[config.mk]
export PLATFORM = sky130hd
export DESIGN_NAME = ecm_extend
export DESIGN_NICKNAME = d
export VERILOG_FILES = /design/src/hw/ecm_pkg.sv /design/src/hw/ecm_extend.sv
export SDC_FILE = /design/constraint.sdc
export NUM_CORES = 2
export LEC_CHECK = 0
export ABC_AREA = 1
export BUFFER_PORTS_ARGS = -buffer_cell sky130_fd_sc_hd__clkbuf_2
export CAP_MARGIN = 20
export CELL_PAD_IN_SITES_DETAIL_PLACEMENT = 1
export CELL_PAD_IN_SITES_GLOBAL_PLACEMENT = 1
export CORE_AREA = 2 2 701 703
export CTS_CLUSTER_DIAMETER = 100
export DETAILED_ROUTE_END_ITERATION = 12
export DIE_AREA = 0 0 703 705
export GPL_TIMING_DRIVEN = 0
export HOLD_SLACK_MARGIN = 0.03
export PLACE_DENSITY = 0.32
export SYNTH_ARGS = -nofsm -noshare
export SYNTH_HDL_FRONTEND = slang
export SYNTH_SLANG_ARGS = --single-unit
[constraint.sdc]
create_clock -name ref_clk_i -period 3.6 [get_ports ref_clk_i]
set_input_delay 0.9 -clock ref_clk_i [delete_from_list [all_inputs] [get_ports ref_clk_i]]
set_output_delay 0.9 -clock ref_clk_i [all_outputs]
set_load 0.03 [all_outputs]
[src/hw/ecm_pkg.sv]
package ecm_pkg;
  localparam logic [31:0]  LEAF_CHUNK_MEASURE = 32'h0000_0006;
  localparam logic [63:0]  CTL_ALIGN_MASK     = 64'h0000_0000_0000_0FFF;
  localparam logic [63:0]  CHUNK_ALIGN_MASK   = 64'h0000_0000_0000_00FF;
  localparam logic [63:0]  PAGE_OFS_MASK      = 64'h0000_0000_0000_0FFF;
  localparam logic [63:0]  HDR_TAG            = 64'h0044_4E45_5458_4545;
  localparam logic [63:0]  BLK_BYTES          = 64'h0000_0000_0000_0040;
  localparam logic [1:0]   LAST_BLK           = 2'h3;
  localparam logic [2:0]   CTR_HDR_STEP       = 3'h1;
  localparam logic [2:0]   CTR_CHUNK_STEP     = 3'h4;
  localparam logic [15:0]  GP_ERR_CODE        = 16'h0000;
  localparam logic [1:0]   CPL_KERNEL         = 2'h0;
  // Page type encodings of the metadata store
  localparam logic [7:0]   regular_page_type            = 8'h01;
  localparam logic [7:0]   thread_control_page_type     = 8'h02;
  localparam logic [7:0]   first_shadow_stack_page_type = 8'h03;
  localparam logic [7:0]   later_shadow_stack_page_type = 8'h04;

  typedef enum logic [2:0] {
    ST_IDLE  = 3'h0,
    ST_CHECK = 3'h1,
    ST_HDR   = 3'h3,
    ST_RD    = 3'h2,
    ST_BLK   = 3'h6,
    ST_DONE  = 3'h7
  } ecm_state_t;
endpackage : ecm_pkg

[src/hw/ecm_extend.sv]
// Overview of operation
// (RQ1) Leaf code 06H under the privileged opcode measures a 256-byte chunk.
// (RQ2) Runs only at privilege level 0 on an uninitialised enclave.
// (RQ3) Structure pointer not 4096-byte aligned gives protection fault, code 0.
// (RQ4) Structure pointer outside the protected page cache gives page fault.
// (RQ5) Chunk pointer not 256-byte aligned gives protection fault, code 0.
// (RQ6) Chunk pointer outside the protected page cache gives page fault.
// (RQ7) Concurrent metadata table access gives protection fault, code 0.
// (RQ8) Chunk page metadata invalid gives page fault on chunk pointer.
// (RQ9) Chunk page type not regular, thread or shadow stack: page fault.
// (RQ10) Structure pointer not owning chunk page gives protection fault.
// (RQ11) Concurrent measurement or init-state access gives protection fault.
// (RQ12) Already initialised enclave gives protection fault, no measurement.
// (RQ13) Offset is page address minus base plus chunk pointer low 12 bits.
// (RQ14) Hash header block with tag and offset, counter plus one.
// (RQ15) Hash four 64-byte chunk blocks lowest first, counter plus four.
// (RQ16) Linear addresses use data segment base only, no override.
// (RQ17) Non-canonical pointer in 64-bit mode, else limit overrun: fault.
// (RQ18) Shared chunk page access conflict gives protection fault.
// (RQ19) All checks precede hashing; a fault commits nothing.
// (RQ20) Arithmetic status flags are never written.
`timescale 1ns/1ps
`default_nettype none
module ecm_extend
  import ecm_pkg::*;
#(
  parameter int VA_BITS = 48
)(
  input  wire logic         ref_clk_i,            // Core clock, 40 MHz
  input  wire logic         reset_i,              // Sync reset, high
  input  wire logic         start_i,              // Issue pulse
  input  wire logic         priv_opcode_i,        // privileged_enclave_opcode
  input  wire logic [31:0]  leaf_selector_i,      // Leaf code
  input  wire logic [1:0]   cpl_i,                // current_privilege_level
  input  wire logic         mode64_i,             // 64-bit mode
  input  wire logic [63:0]  ctl_ptr_i,            // control_structure_pointer
  input  wire logic [63:0]  chunk_ptr_i,          // chunk_pointer
  input  wire logic [63:0]  ds_base_i,            // Data segment base
  input  wire logic [31:0]  ds_limit_i,           // Data segment limit
  input  wire logic         ctl_in_ppc_i,         // Structure page in cache
  input  wire logic         chunk_in_ppc_i,       // Chunk in cache
  input  wire logic         table_busy_i,         // Metadata table in use
  input  wire logic         meta_valid_i,         // Chunk page valid bit
  input  wire logic [7:0]   meta_type_i,          // Chunk page type
  input  wire logic [63:0]  meta_owner_i,         // Owning structure addr
  input  wire logic [63:0]  meta_enclave_addr_i,  // Page enclave address
  input  wire logic [63:0]  enclave_control_structure_base_i,          // Enclave base address
  input  wire logic         enclave_control_structure_init_i,          // Enclave initialised
  input  wire logic         meas_busy_i,          // Measurement in use
  input  wire logic         chunk_conflict_i,     // Shared access refused
  output logic              rd_req_o,             // Chunk block read
  output logic [63:0]       rd_addr_o,            // Block linear address
  input  wire logic         rd_valid_i,           // Read data valid
  input  wire logic [511:0] rd_data_i,            // Read data
  output logic              hash_valid_o,         // Block to hash core
  output logic [511:0]      hash_block_o,         // Hash block
  input  wire logic         hash_ready_i,         // Hash core takes block
  output logic              ctr_inc_o,            // Counter advance pulse
  output logic [2:0]        ctr_amt_o,            // Counter step
  output logic              busy_o,               // Operation in flight
  output logic              done_o,               // Completion pulse
  output logic              gp_o,                 // general_protection_fault
  output logic              pf_o,                 // page_fault
  output logic [63:0]       pf_addr_o,            // Faulting linear address
  output logic [15:0]       err_code_o,           // Fault error code
  output logic              flags_we_o,           // Status flag write
  output logic [63:0]       ctl_lin_o,            // Structure lookup addr
  output logic [63:0]       chunk_lin_o           // Chunk lookup addr
);

  if (VA_BITS < 32 || VA_BITS > 63)
  begin : g_bad_va
    $error("VA_BITS out of range");
  end

  typedef struct packed {
    ecm_state_t   st;
    logic         pre_gp;
    logic [63:0]  ctl_lin;
    logic [63:0]  chk_lin;
    logic [1:0]   idx;
    logic         rd_req;
    logic [63:0]  rd_addr;
    logic         hash_valid;
    logic [511:0] hash_block;
    logic         ctr_inc;
    logic [2:0]   ctr_amt;
    logic         busy;
    logic         done;
    logic         gp;
    logic         pf;
    logic [63:0]  pf_addr;
    logic         flags_we;
  } ecm_reg_t;

  ecm_reg_t q;
  ecm_reg_t d;

  logic        accept;
  logic        type_ok;
  logic        range_bad;
  logic [63:0] ofs;

  function automatic logic noncanon(input logic [63:0] p);
    logic [63:0] s;
    s = 64'($signed(p) >>> (VA_BITS - 1));
    return !(s == 64'h0000_0000_0000_0000 ||
             s == 64'hFFFF_FFFF_FFFF_FFFF);
  endfunction : noncanon

  function automatic logic over_limit(input logic [63:0] p,
                                      input logic [31:0] lim);
    return (p[63:32] != 32'h0000_0000) || (p[31:0] > lim);
  endfunction : over_limit

  // (RQ1) leaf code decode
  assign accept = start_i && priv_opcode_i && (q.st == ST_IDLE) &&
                  (leaf_selector_i == LEAF_CHUNK_MEASURE);

  // (RQ17) canonical or limit check
  assign range_bad = mode64_i ?
    (noncanon(ctl_ptr_i) || noncanon(chunk_ptr_i)) :
    (over_limit(ctl_ptr_i, ds_limit_i) ||
     over_limit(chunk_ptr_i, ds_limit_i));

  // (RQ9) accepted page types
  assign type_ok = (meta_type_i == regular_page_type) ||
                   (meta_type_i == thread_control_page_type) ||
                   (meta_type_i == first_shadow_stack_page_type) ||
                   (meta_type_i == later_shadow_stack_page_type);

  // (RQ13) enclave offset
  assign ofs = meta_enclave_addr_i - enclave_control_structure_base_i +
               (q.chk_lin & PAGE_OFS_MASK);

  always_comb
  begin
    d          = q;
    d.ctr_inc  = 1'b0;
    d.done     = 1'b0;
    d.gp       = 1'b0;
    d.pf       = 1'b0;
    // (RQ20) flags never written
    d.flags_we = 1'b0;
    case (q.st)
      ST_IDLE:
      begin
        d.pf_addr = 64'h0000_0000_0000_0000;
        if (accept)
        begin
          // (RQ16) data segment base only
          d.ctl_lin = ds_base_i + ctl_ptr_i;
          d.chk_lin = ds_base_i + chunk_ptr_i;
          // (RQ2) privilege level gate
          d.pre_gp  = range_bad || (cpl_i != CPL_KERNEL);
          d.busy    = 1'b1;
          d.st      = ST_CHECK;
        end
      end
      ST_CHECK:
      begin
        // (RQ19) faults resolved before hashing
        d.st   = ST_DONE;
        d.done = 1'b1;
        if (q.pre_gp)
          d.gp = 1'b1;
        // (RQ3) structure alignment
        else if ((q.ctl_lin & CTL_ALIGN_MASK) != 64'h0)
          d.gp = 1'b1;
        // (RQ4) structure page lookup
        else if (!ctl_in_ppc_i)
        begin
          d.pf      = 1'b1;
          d.pf_addr = q.ctl_lin;
        end
        // (RQ5) chunk alignment
        else if ((q.chk_lin & CHUNK_ALIGN_MASK) != 64'h0)
          d.gp = 1'b1;
        // (RQ6) chunk page lookup
        else if (!chunk_in_ppc_i)
        begin
          d.pf      = 1'b1;
          d.pf_addr = q.chk_lin;
        end
        // (RQ7) metadata table busy
        else if (table_busy_i)
          d.gp = 1'b1;
        // (RQ8) invalid chunk page, (RQ9) wrong page type
        else if (!meta_valid_i || !type_ok)
        begin
          d.pf      = 1'b1;
          d.pf_addr = q.chk_lin;
        end
        // (RQ10) owner mismatch
        else if (meta_owner_i != q.ctl_lin)
          d.gp = 1'b1;
        // (RQ11) measurement busy
        else if (meas_busy_i)
          d.gp = 1'b1;
        // (RQ12) already initialised
        else if (enclave_control_structure_init_i)
          d.gp = 1'b1;
        // (RQ18) shared access conflict
        else if (chunk_conflict_i)
          d.gp = 1'b1;
        else
        begin
          // (RQ14) header block
          d.done       = 1'b0;
          d.hash_block = {384'h0, ofs, HDR_TAG};
          d.hash_valid = 1'b1;
          d.st         = ST_HDR;
        end
      end
      ST_HDR:
      begin
        if (hash_ready_i)
        begin
          // (RQ14) counter plus one
          d.hash_valid = 1'b0;
          d.ctr_inc    = 1'b1;
          d.ctr_amt    = CTR_HDR_STEP;
          d.idx        = 2'h0;
          d.rd_req     = 1'b1;
          d.rd_addr    = q.chk_lin;
          d.st         = ST_RD;
        end
      end
      ST_RD:
      begin
        if (rd_valid_i)
        begin
          d.rd_req     = 1'b0;
          d.hash_block = rd_data_i;
          d.hash_valid = 1'b1;
          d.st         = ST_BLK;
        end
      end
      ST_BLK:
      begin
        if (hash_ready_i)
        begin
          d.hash_valid = 1'b0;
          // (RQ15) four blocks then counter plus four
          if (q.idx == LAST_BLK)
          begin
            d.ctr_inc = 1'b1;
            d.ctr_amt = CTR_CHUNK_STEP;
            d.done    = 1'b1;
            d.st      = ST_DONE;
          end
          else
          begin
            d.idx     = q.idx + 2'h1;
            d.rd_req  = 1'b1;
            d.rd_addr = q.chk_lin + {56'h0, q.idx + 2'h1, 6'h00};
            d.st      = ST_RD;
          end
        end
      end
      ST_DONE:
      begin
        d.busy = 1'b0;
        d.st   = ST_IDLE;
      end
      default:
      begin
        d.st = ST_IDLE;
      end
    endcase
  end

  always_ff @(posedge ref_clk_i)
  begin
    if (reset_i)
    begin
      q         <= '0;
      q.st      <= ST_IDLE;
      q.ctr_amt <= CTR_HDR_STEP;
    end
    else
      q <= d;
  end

  assign rd_req_o     = q.rd_req;
  assign rd_addr_o    = q.rd_addr;
  assign hash_valid_o = q.hash_valid;
  assign hash_block_o = q.hash_block;
  assign ctr_inc_o    = q.ctr_inc;
  assign ctr_amt_o    = q.ctr_amt;
  assign busy_o       = q.busy;
  assign done_o       = q.done;
  assign gp_o         = q.gp;
  assign pf_o         = q.pf;
  assign pf_addr_o    = q.pf_addr;
  // (RQ3) error code zero
  assign err_code_o   = GP_ERR_CODE;
  assign flags_we_o   = q.flags_we;
  assign ctl_lin_o    = q.ctl_lin;
  assign chunk_lin_o  = q.chk_lin;
endmodule : ecm_extend
`default_nettype wire

* Word level (Yosys, flattened, before mapping)
Cells that the tools add are included.
Word-level totals: register bits 785, input port bits 984, output and inout port bits 795, logic and storage cells 174
Cells by class: add/sub/neg operators 6, magnitude comparators 2, equality and inequality tests 34, multiplexer cells 71, bitwise operators 1, reduce and logical (&&, ||, !) cells 43
Operators with widths (count):
- $mux 513 | 12
- $pmux 512 s2 | 1
- $mux 65 | 5
- $pmux 64 s2 | 2
- $mux 68 | 2
- $mux 132 | 1
- $add 64x64->64 | 2
- $eq 64x64->1 const B | 2
- $logic_not 64->1 | 2
- $mux 64 | 2
- $reduce_bool 64->1 | 2
- $mux 67 | 1
- $add 64x12->64 | 1
- $add 64x8->64 | 1
- $gt 32x32->1 | 2
- $ne 64x64->1 | 1
- $reduce_bool 32->1 | 2
- $sub 64x64->64 | 1
- $mux 3 | 15
- $ne 2x2->1 const B | 17
- $eq 32x3->1 const B | 1
- $mux 1 | 17
- $eq 8x2->1 const B | 2
- $pmux 3 s5 | 1
- other kinds (32) | 62

* Longest topological paths before layout
word-level depth 14, gate-level depth with buffers 20, mapped depth without buffers 20

* Worst setup path before layout
No wires, ideal clock.
kind input -> register, start point in meta_enclave_addr_i[1], end point reg q, in the netlist hash_block_o[96], setup time 0.117 ns, arrival time 2.966 ns, required time 3.483 ns, slack 0.517 ns, stages on the path 15, path buffers 0, cell sequence inv_1 fa_1 inv_1 fa_1 nand3_1 nand3_1 nand2_1 nand2_1 nand2_1 nand2_1 a21oi_1 xor2_1 nor2_1 nor2_1 nor2_1
On the way: longest elaborated chain between the ends 14
Ends and longest elaborated chain:
- start, declared | line ecm_extend.sv:46 | input wire logic [63:0] meta_enclave_addr_i,
- $sub 64x64->64 | line ecm_extend.sv:133 | assign ofs = meta_enclave_addr_i - enclave_control_structure_base_i +
- $add 64x12->64 | line ecm_extend.sv:133
- $mux 513 | line ecm_extend.sv:204 | else if (chunk_conflict_i)
- $mux 513 | line ecm_extend.sv:201 | else if (enclave_control_structure_init_i)
- $mux 513 | line ecm_extend.sv:198 | else if (meas_busy_i)
- $mux 513 | line ecm_extend.sv:195 | else if (meta_owner_i != q.ctl_lin)
- $mux 513 | line ecm_extend.sv:189 | else if (!meta_valid_i || !type_ok)
- $mux 513 | line ecm_extend.sv:186 | else if (table_busy_i)
- $mux 513 | line ecm_extend.sv:180 | else if (!chunk_in_ppc_i)
- $mux 513 | line ecm_extend.sv:177 | else if ((q.chk_lin & CHUNK_ALIGN_MASK) != 64'h0)
- $mux 513 | line ecm_extend.sv:171 | else if (!ctl_in_ppc_i)
- $mux 513 | line ecm_extend.sv:168 | else if ((q.ctl_lin & CTL_ALIGN_MASK) != 64'h0)
- $mux 513 | line ecm_extend.sv:165 | if (q.pre_gp)
- $pmux 512 s2 | line ecm_extend.sv:145 | case (q.st)
- end, declared | line ecm_extend.sv:96 | ecm_reg_t q;
Every way passes these cells. The select of a mux whose other input is x is not followed. A chain may end at the register's enable or synchronous reset.

* Worst setup path in the final report
start point reg q[651] in the netlist's numbering, end point reg q, in the netlist rd_addr_o[45]
On the way: longest elaborated chain between the ends 5, elaborated cells on any way between the ends 8, classes of those cells add/sub: 2; eq/ne: 2; mux: 3; reduce/logical: 1
Ends and longest elaborated chain:
- $add 2x1->2 | line ecm_extend.sv:256 | d.rd_addr = q.chk_lin + {56'h0, q.idx + 2'h1, 6'h00};
- $add 64x8->64 | line ecm_extend.sv:256
- $mux 67 | line ecm_extend.sv:245 | if (q.idx == LAST_BLK)
- $mux 68 | line ecm_extend.sv:241 | if (hash_ready_i)
- $pmux 64 s2 | line ecm_extend.sv:145
Several ways; a longest one is shown, not always the timed one. The select of a mux whose other input is x is not followed.

==> metrics list <==
- The worst setup path is launched from a flop.
- Clock tree synthesis selected as its root buffer the cell sky130_fd_sc_hd__clkbuf_16.
- Number of port buffers: 1759
- The congestion estimate from routability-driven global placement came to 0.898.
* Hold slack final: 0.212 ns
* Critical path fanouts, max: 7
* H-tree levels: 3
* Syn Inst Count: 8872
* Average wire per standard cell: 29.7 µm
- After synthesis, the share of cell area in mux cells is 0.
- Max-cap violations in this run came to 0.
* Cell area after technology mapping: 56600 µm²
* XOR/XNOR Fraction of Synth Area: 0.0275
- Register bit count reported by yosys: 783
- Final Hold Viols: 0
- Insertion delay of the later-clocked pin in the worst-skew pair: 0.93 ns
- Floorplan die height: 705 µm
- Entering global routing, the biggest net connects 21 pins.
- The number of antenna violations at the first check in global routing was 193.
- The first detailed-routing pass took 5 iterations.
- Final cell utilization of the core: 0.161
* GRT Util Overall: 0.201
* Post-layout min period: 3.50 ns
- Iter 0 DRT Violations: 3274
* Initial Utilization: 0.116
- Yosys printed 0 warnings.
- Final non-filler cell area: 78800 µm²
- The via count of the first global-routing pass came to 70.1k.
* Remaining routing DRC violations: 0
- Post-Synth Adder-Cell Area: 0.0734
- Share of final-layout standard cells stronger than drive strength 1: 0.279
- Main combinational cell family by area after synthesis: simple AND/OR/NAND/NOR gates
- The fraction of the mapped netlist area in compound gates is 0.130.
- Placed Instance Area: 74000 µm²
* Most used DFF post-synth: sky130_fd_sc_hd__dfxtp_1
- Ports placed on the boundary: 1779
- The netlist uses 46 different library cells.
- Summed over all layers, the routed wires come to 518000 µm.
- On the final layout, the worst clock skew is 0.115 ns.
- Once detail routing completed, the nets flagged for antenna violations numbered 0.
- After clock tree synthesis, the clock-pin slew on the worst setup and hold paths is 0.06 ns.
- Final clock period utilization by the worst path: 0.974
- STA puts the critical path data required time at 4.31 ns.
* Width of the chip: 703 µm
- Total clock sinks: 783
* Final-report max-slew violation count: 0
- Clock Tree Buf Depth: 4
- In this run, post-CTS hold repair placed 0 buffers.
* Setup repair after global routing missed its margin: no
* Total CTS buffers: 117
* Wire length of the first global-routing pass: 670000 µm
* PwrDens: 332 nW/µm²
* Placeable Area: 488000 µm²
* Kind of end point of the critical path: flop
- Endpoints failing setup: 0
- Total power of the final layout: 26.2 mW
- Leakage power: 37.5 nW
- Per-cell via count in the routed design: 3.82
- Post-DP HPWL: 469000 µm
* Highest attainable clock frequency: 285 MHz
- Reg2reg setup slack: 0.1 ns
* Async set or reset register ratio after synthesis: 0
- Of the total synthesized cell area, the portion taken by AND, OR, NAND and NOR gates is 0.289.
- IR analysis of the VDD net gives a maximum drop of 0.411 mV.
- # rows: 257
* Kind of critical path: flop to flop
- Transition at the pin with the smallest max-transition slack: 1.12 ns
* Area growth, synth to finish: 39.2%
- In this run the tightest slew margin relative to its limit is 0.255.
- Leftover overflow at the end of global routing: 0
- Counting flops with a built-in enable in the synthesized netlist gives 0.
- Overall die area: 496000 µm²
- The routed layout has 66.6k vias.
- TritonCTS clock tree: yes
* Worst hold-check path type: input port to flop
* Sequential area share after synthesis: 0.277
- Result of the run: finished clean
* Final Net Count: 12.1k
- Averaged over all synthesized cells, the footprint is 6.38 µm².
* Data arrival time at the worst-slack endpoint: 4.22 ns
-- routing by layer --
metal / part of all wire / GRT usage
met3: 0.046 / 0.0368
met4: 0.032 / 0.0614
met5: 0.0012 / 0
met2: 0.53 / 0.386
met1: 0.39 / 0.220
-- path summary, 6_finish.rpt --
check,from,end,cells past startpoint
hold reg to reg,pf_addr_o[4],pf_addr_o[4],2
setup reg to reg,q[651],rd_addr_o[45],10
setup / recovery,q[651],rd_addr_o[45],10
hold / removal,rd_data_i[226],hash_block_o[226],3
-- logic make-up after synthesis --
kind of cell	after synthesis
and+or+nand+nor	3966
buffers and inverters	2209
AOI/OAI and AO/OA	1412
DFF	783
adders and majority gates	323
xor gates and xnor gates	178
other	1
-- metrics by stage --
stage               std cells  setup slack, ns  setup TNS (ns)
finish                  17400           0.0954               0
detailed placement      17100            -1.77         -804.80
global placement        17100            -3.55        -1333.03
floorplan                8889            0.517               0
CTS                     17400         0.000751               0
global route            17400          0.00393               0
-- cell usage after synthesis, types with 3 or more instances --
| master | number | share of area |
|---|---|---|
| sky130_fd_sc_hd__nand2_1 | 2126 | 0.14 |
| sky130_fd_sc_hd__dfxtp_1 | 783 | 0.28 |
| sky130_fd_sc_hd__nor4_1 | 35 | 0.0039 |
| sky130_fd_sc_hd__buf_2 | 35 | 0.0031 |
| sky130_fd_sc_hd__fa_1 | 15 | 0.0053 |
| sky130_fd_sc_hd__buf_6 | 14 | 0.0028 |
| sky130_fd_sc_hd__o21bai_1 | 14 | 0.0019 |
| sky130_fd_sc_hd__a31oi_1 | 3 | 0.00033 |
| sky130_fd_sc_hd__ha_1 | 308 | 0.068 |
| sky130_fd_sc_hd__xor2_1 | 143 | 0.022 |
| sky130_fd_sc_hd__and2_1 | 9 | 0.00099 |
| sky130_fd_sc_hd__nand3b_1 | 14 | 0.0019 |
| sky130_fd_sc_hd__or2_2 | 8 | 0.00088 |
| sky130_fd_sc_hd__inv_1 | 1080 | 0.072 |
| sky130_fd_sc_hd__a21oi_1 | 918 | 0.081 |
| sky130_fd_sc_hd__a21o_1 | 6 | 0.00080 |
| sky130_fd_sc_hd__nand3_1 | 746 | 0.066 |
| sky130_fd_sc_hd__and2_0 | 3 | 0.00033 |
| sky130_fd_sc_hd__buf_1 | 37 | 0.0025 |
| sky130_fd_sc_hd__nor3b_1 | 4 | 0.00053 |
| sky130_fd_sc_hd__buf_4 | 819 | 0.11 |
| sky130_fd_sc_hd__xnor2_1 | 35 | 0.0054 |
| sky130_fd_sc_hd__a21boi_0 | 3 | 0.00040 |
| sky130_fd_sc_hd__o211ai_1 | 72 | 0.0095 |
| sky130_fd_sc_hd__o21ai_0 | 375 | 0.033 |
| sky130_fd_sc_hd__and3_1 | 7 | 0.00077 |
| sky130_fd_sc_hd__nand4_1 | 58 | 0.0064 |
| sky130_fd_sc_hd__o21a_1 | 12 | 0.0016 |
| sky130_fd_sc_hd__nor3_1 | 121 | 0.011 |
| sky130_fd_sc_hd__clkbuf_1 | 219 | 0.015 |
| sky130_fd_sc_hd__nor2_1 | 830 | 0.055 |
-- cell type report --
type | instances | area [µm²]
antenna | 56 | 140
buffer | 1124 | 7530
clock buffer | 175 | 3480
clock inverter | 33 | 423
fill | 60000 | 409000
inverter | 1084 | 4090
multi-input combinational | 5897 | 30000
sequential | 783 | 15800
tap | 6475 | 8100
timing repair buffer | 1794 | 9300
-- power breakdown --
part,internal [mW],switching (mW)
clock network,7.06,5.03
registers,8.66,0.000000000933
logic,1.58,3.83
total,17.3,8.86
-- placed cells by master (no fill, tap or decap), drive strengths merged, types with 4 or more instances in the layout --
master,instances
nand4,58
inv,1081
clkbuf,2152
bufinv,6
nand2,2126
diode,56
nor2,832
o21a,12
a21oi,918
nor3,121
and3,7
o211ai,72
fa,15
nor3b,4
nand3b,14
and2,12
buf,940
conb,18
o21ai,375
a21o,6
or2,9
xor2,143
clkinvlp,6
nand3,747
ha,308
o21bai,14
dfxtp,783
clkinv,24
nor4,35
xnor2,35
-- what timing repair did --
action                     in CTS  in global routing
resized for setup             174                 58
pin swaps                       6                  6
buffers inserted                5                  7
setup endpoints to repair     697                131
cloned                          0                  0
hold endpoints to repair        0                  0
-- flip-flops by register name (all words and copies together) (netlist names), 2 cells and up --
register / count
pf_addr_o: 64
q: 6
ctl_lin_o: 64
ctr_amt_o: 2
rd_addr_o: 64
hash_block_o: 512
chunk_lin_o: 64
-- worst max-delay path: stages, from the launching register on --
cell,delay [ns]
sky130_fd_sc_hd__dfxtp_1,0.32
sky130_fd_sc_hd__ha_1,0.37
sky130_fd_sc_hd__ha_1,0.33
sky130_fd_sc_hd__a21oi_1,0.13
sky130_fd_sc_hd__nor2_4,0.34
sky130_fd_sc_hd__nand3_1,0.34
sky130_fd_sc_hd__nor3_1,0.58
sky130_fd_sc_hd__nand3_1,0.24
sky130_fd_sc_hd__nor2_2,0.42
sky130_fd_sc_hd__xor2_1,0.23
sky130_fd_sc_hd__a21oi_1,0.08
Note: power is estimated with default switching activity, not from simulation.
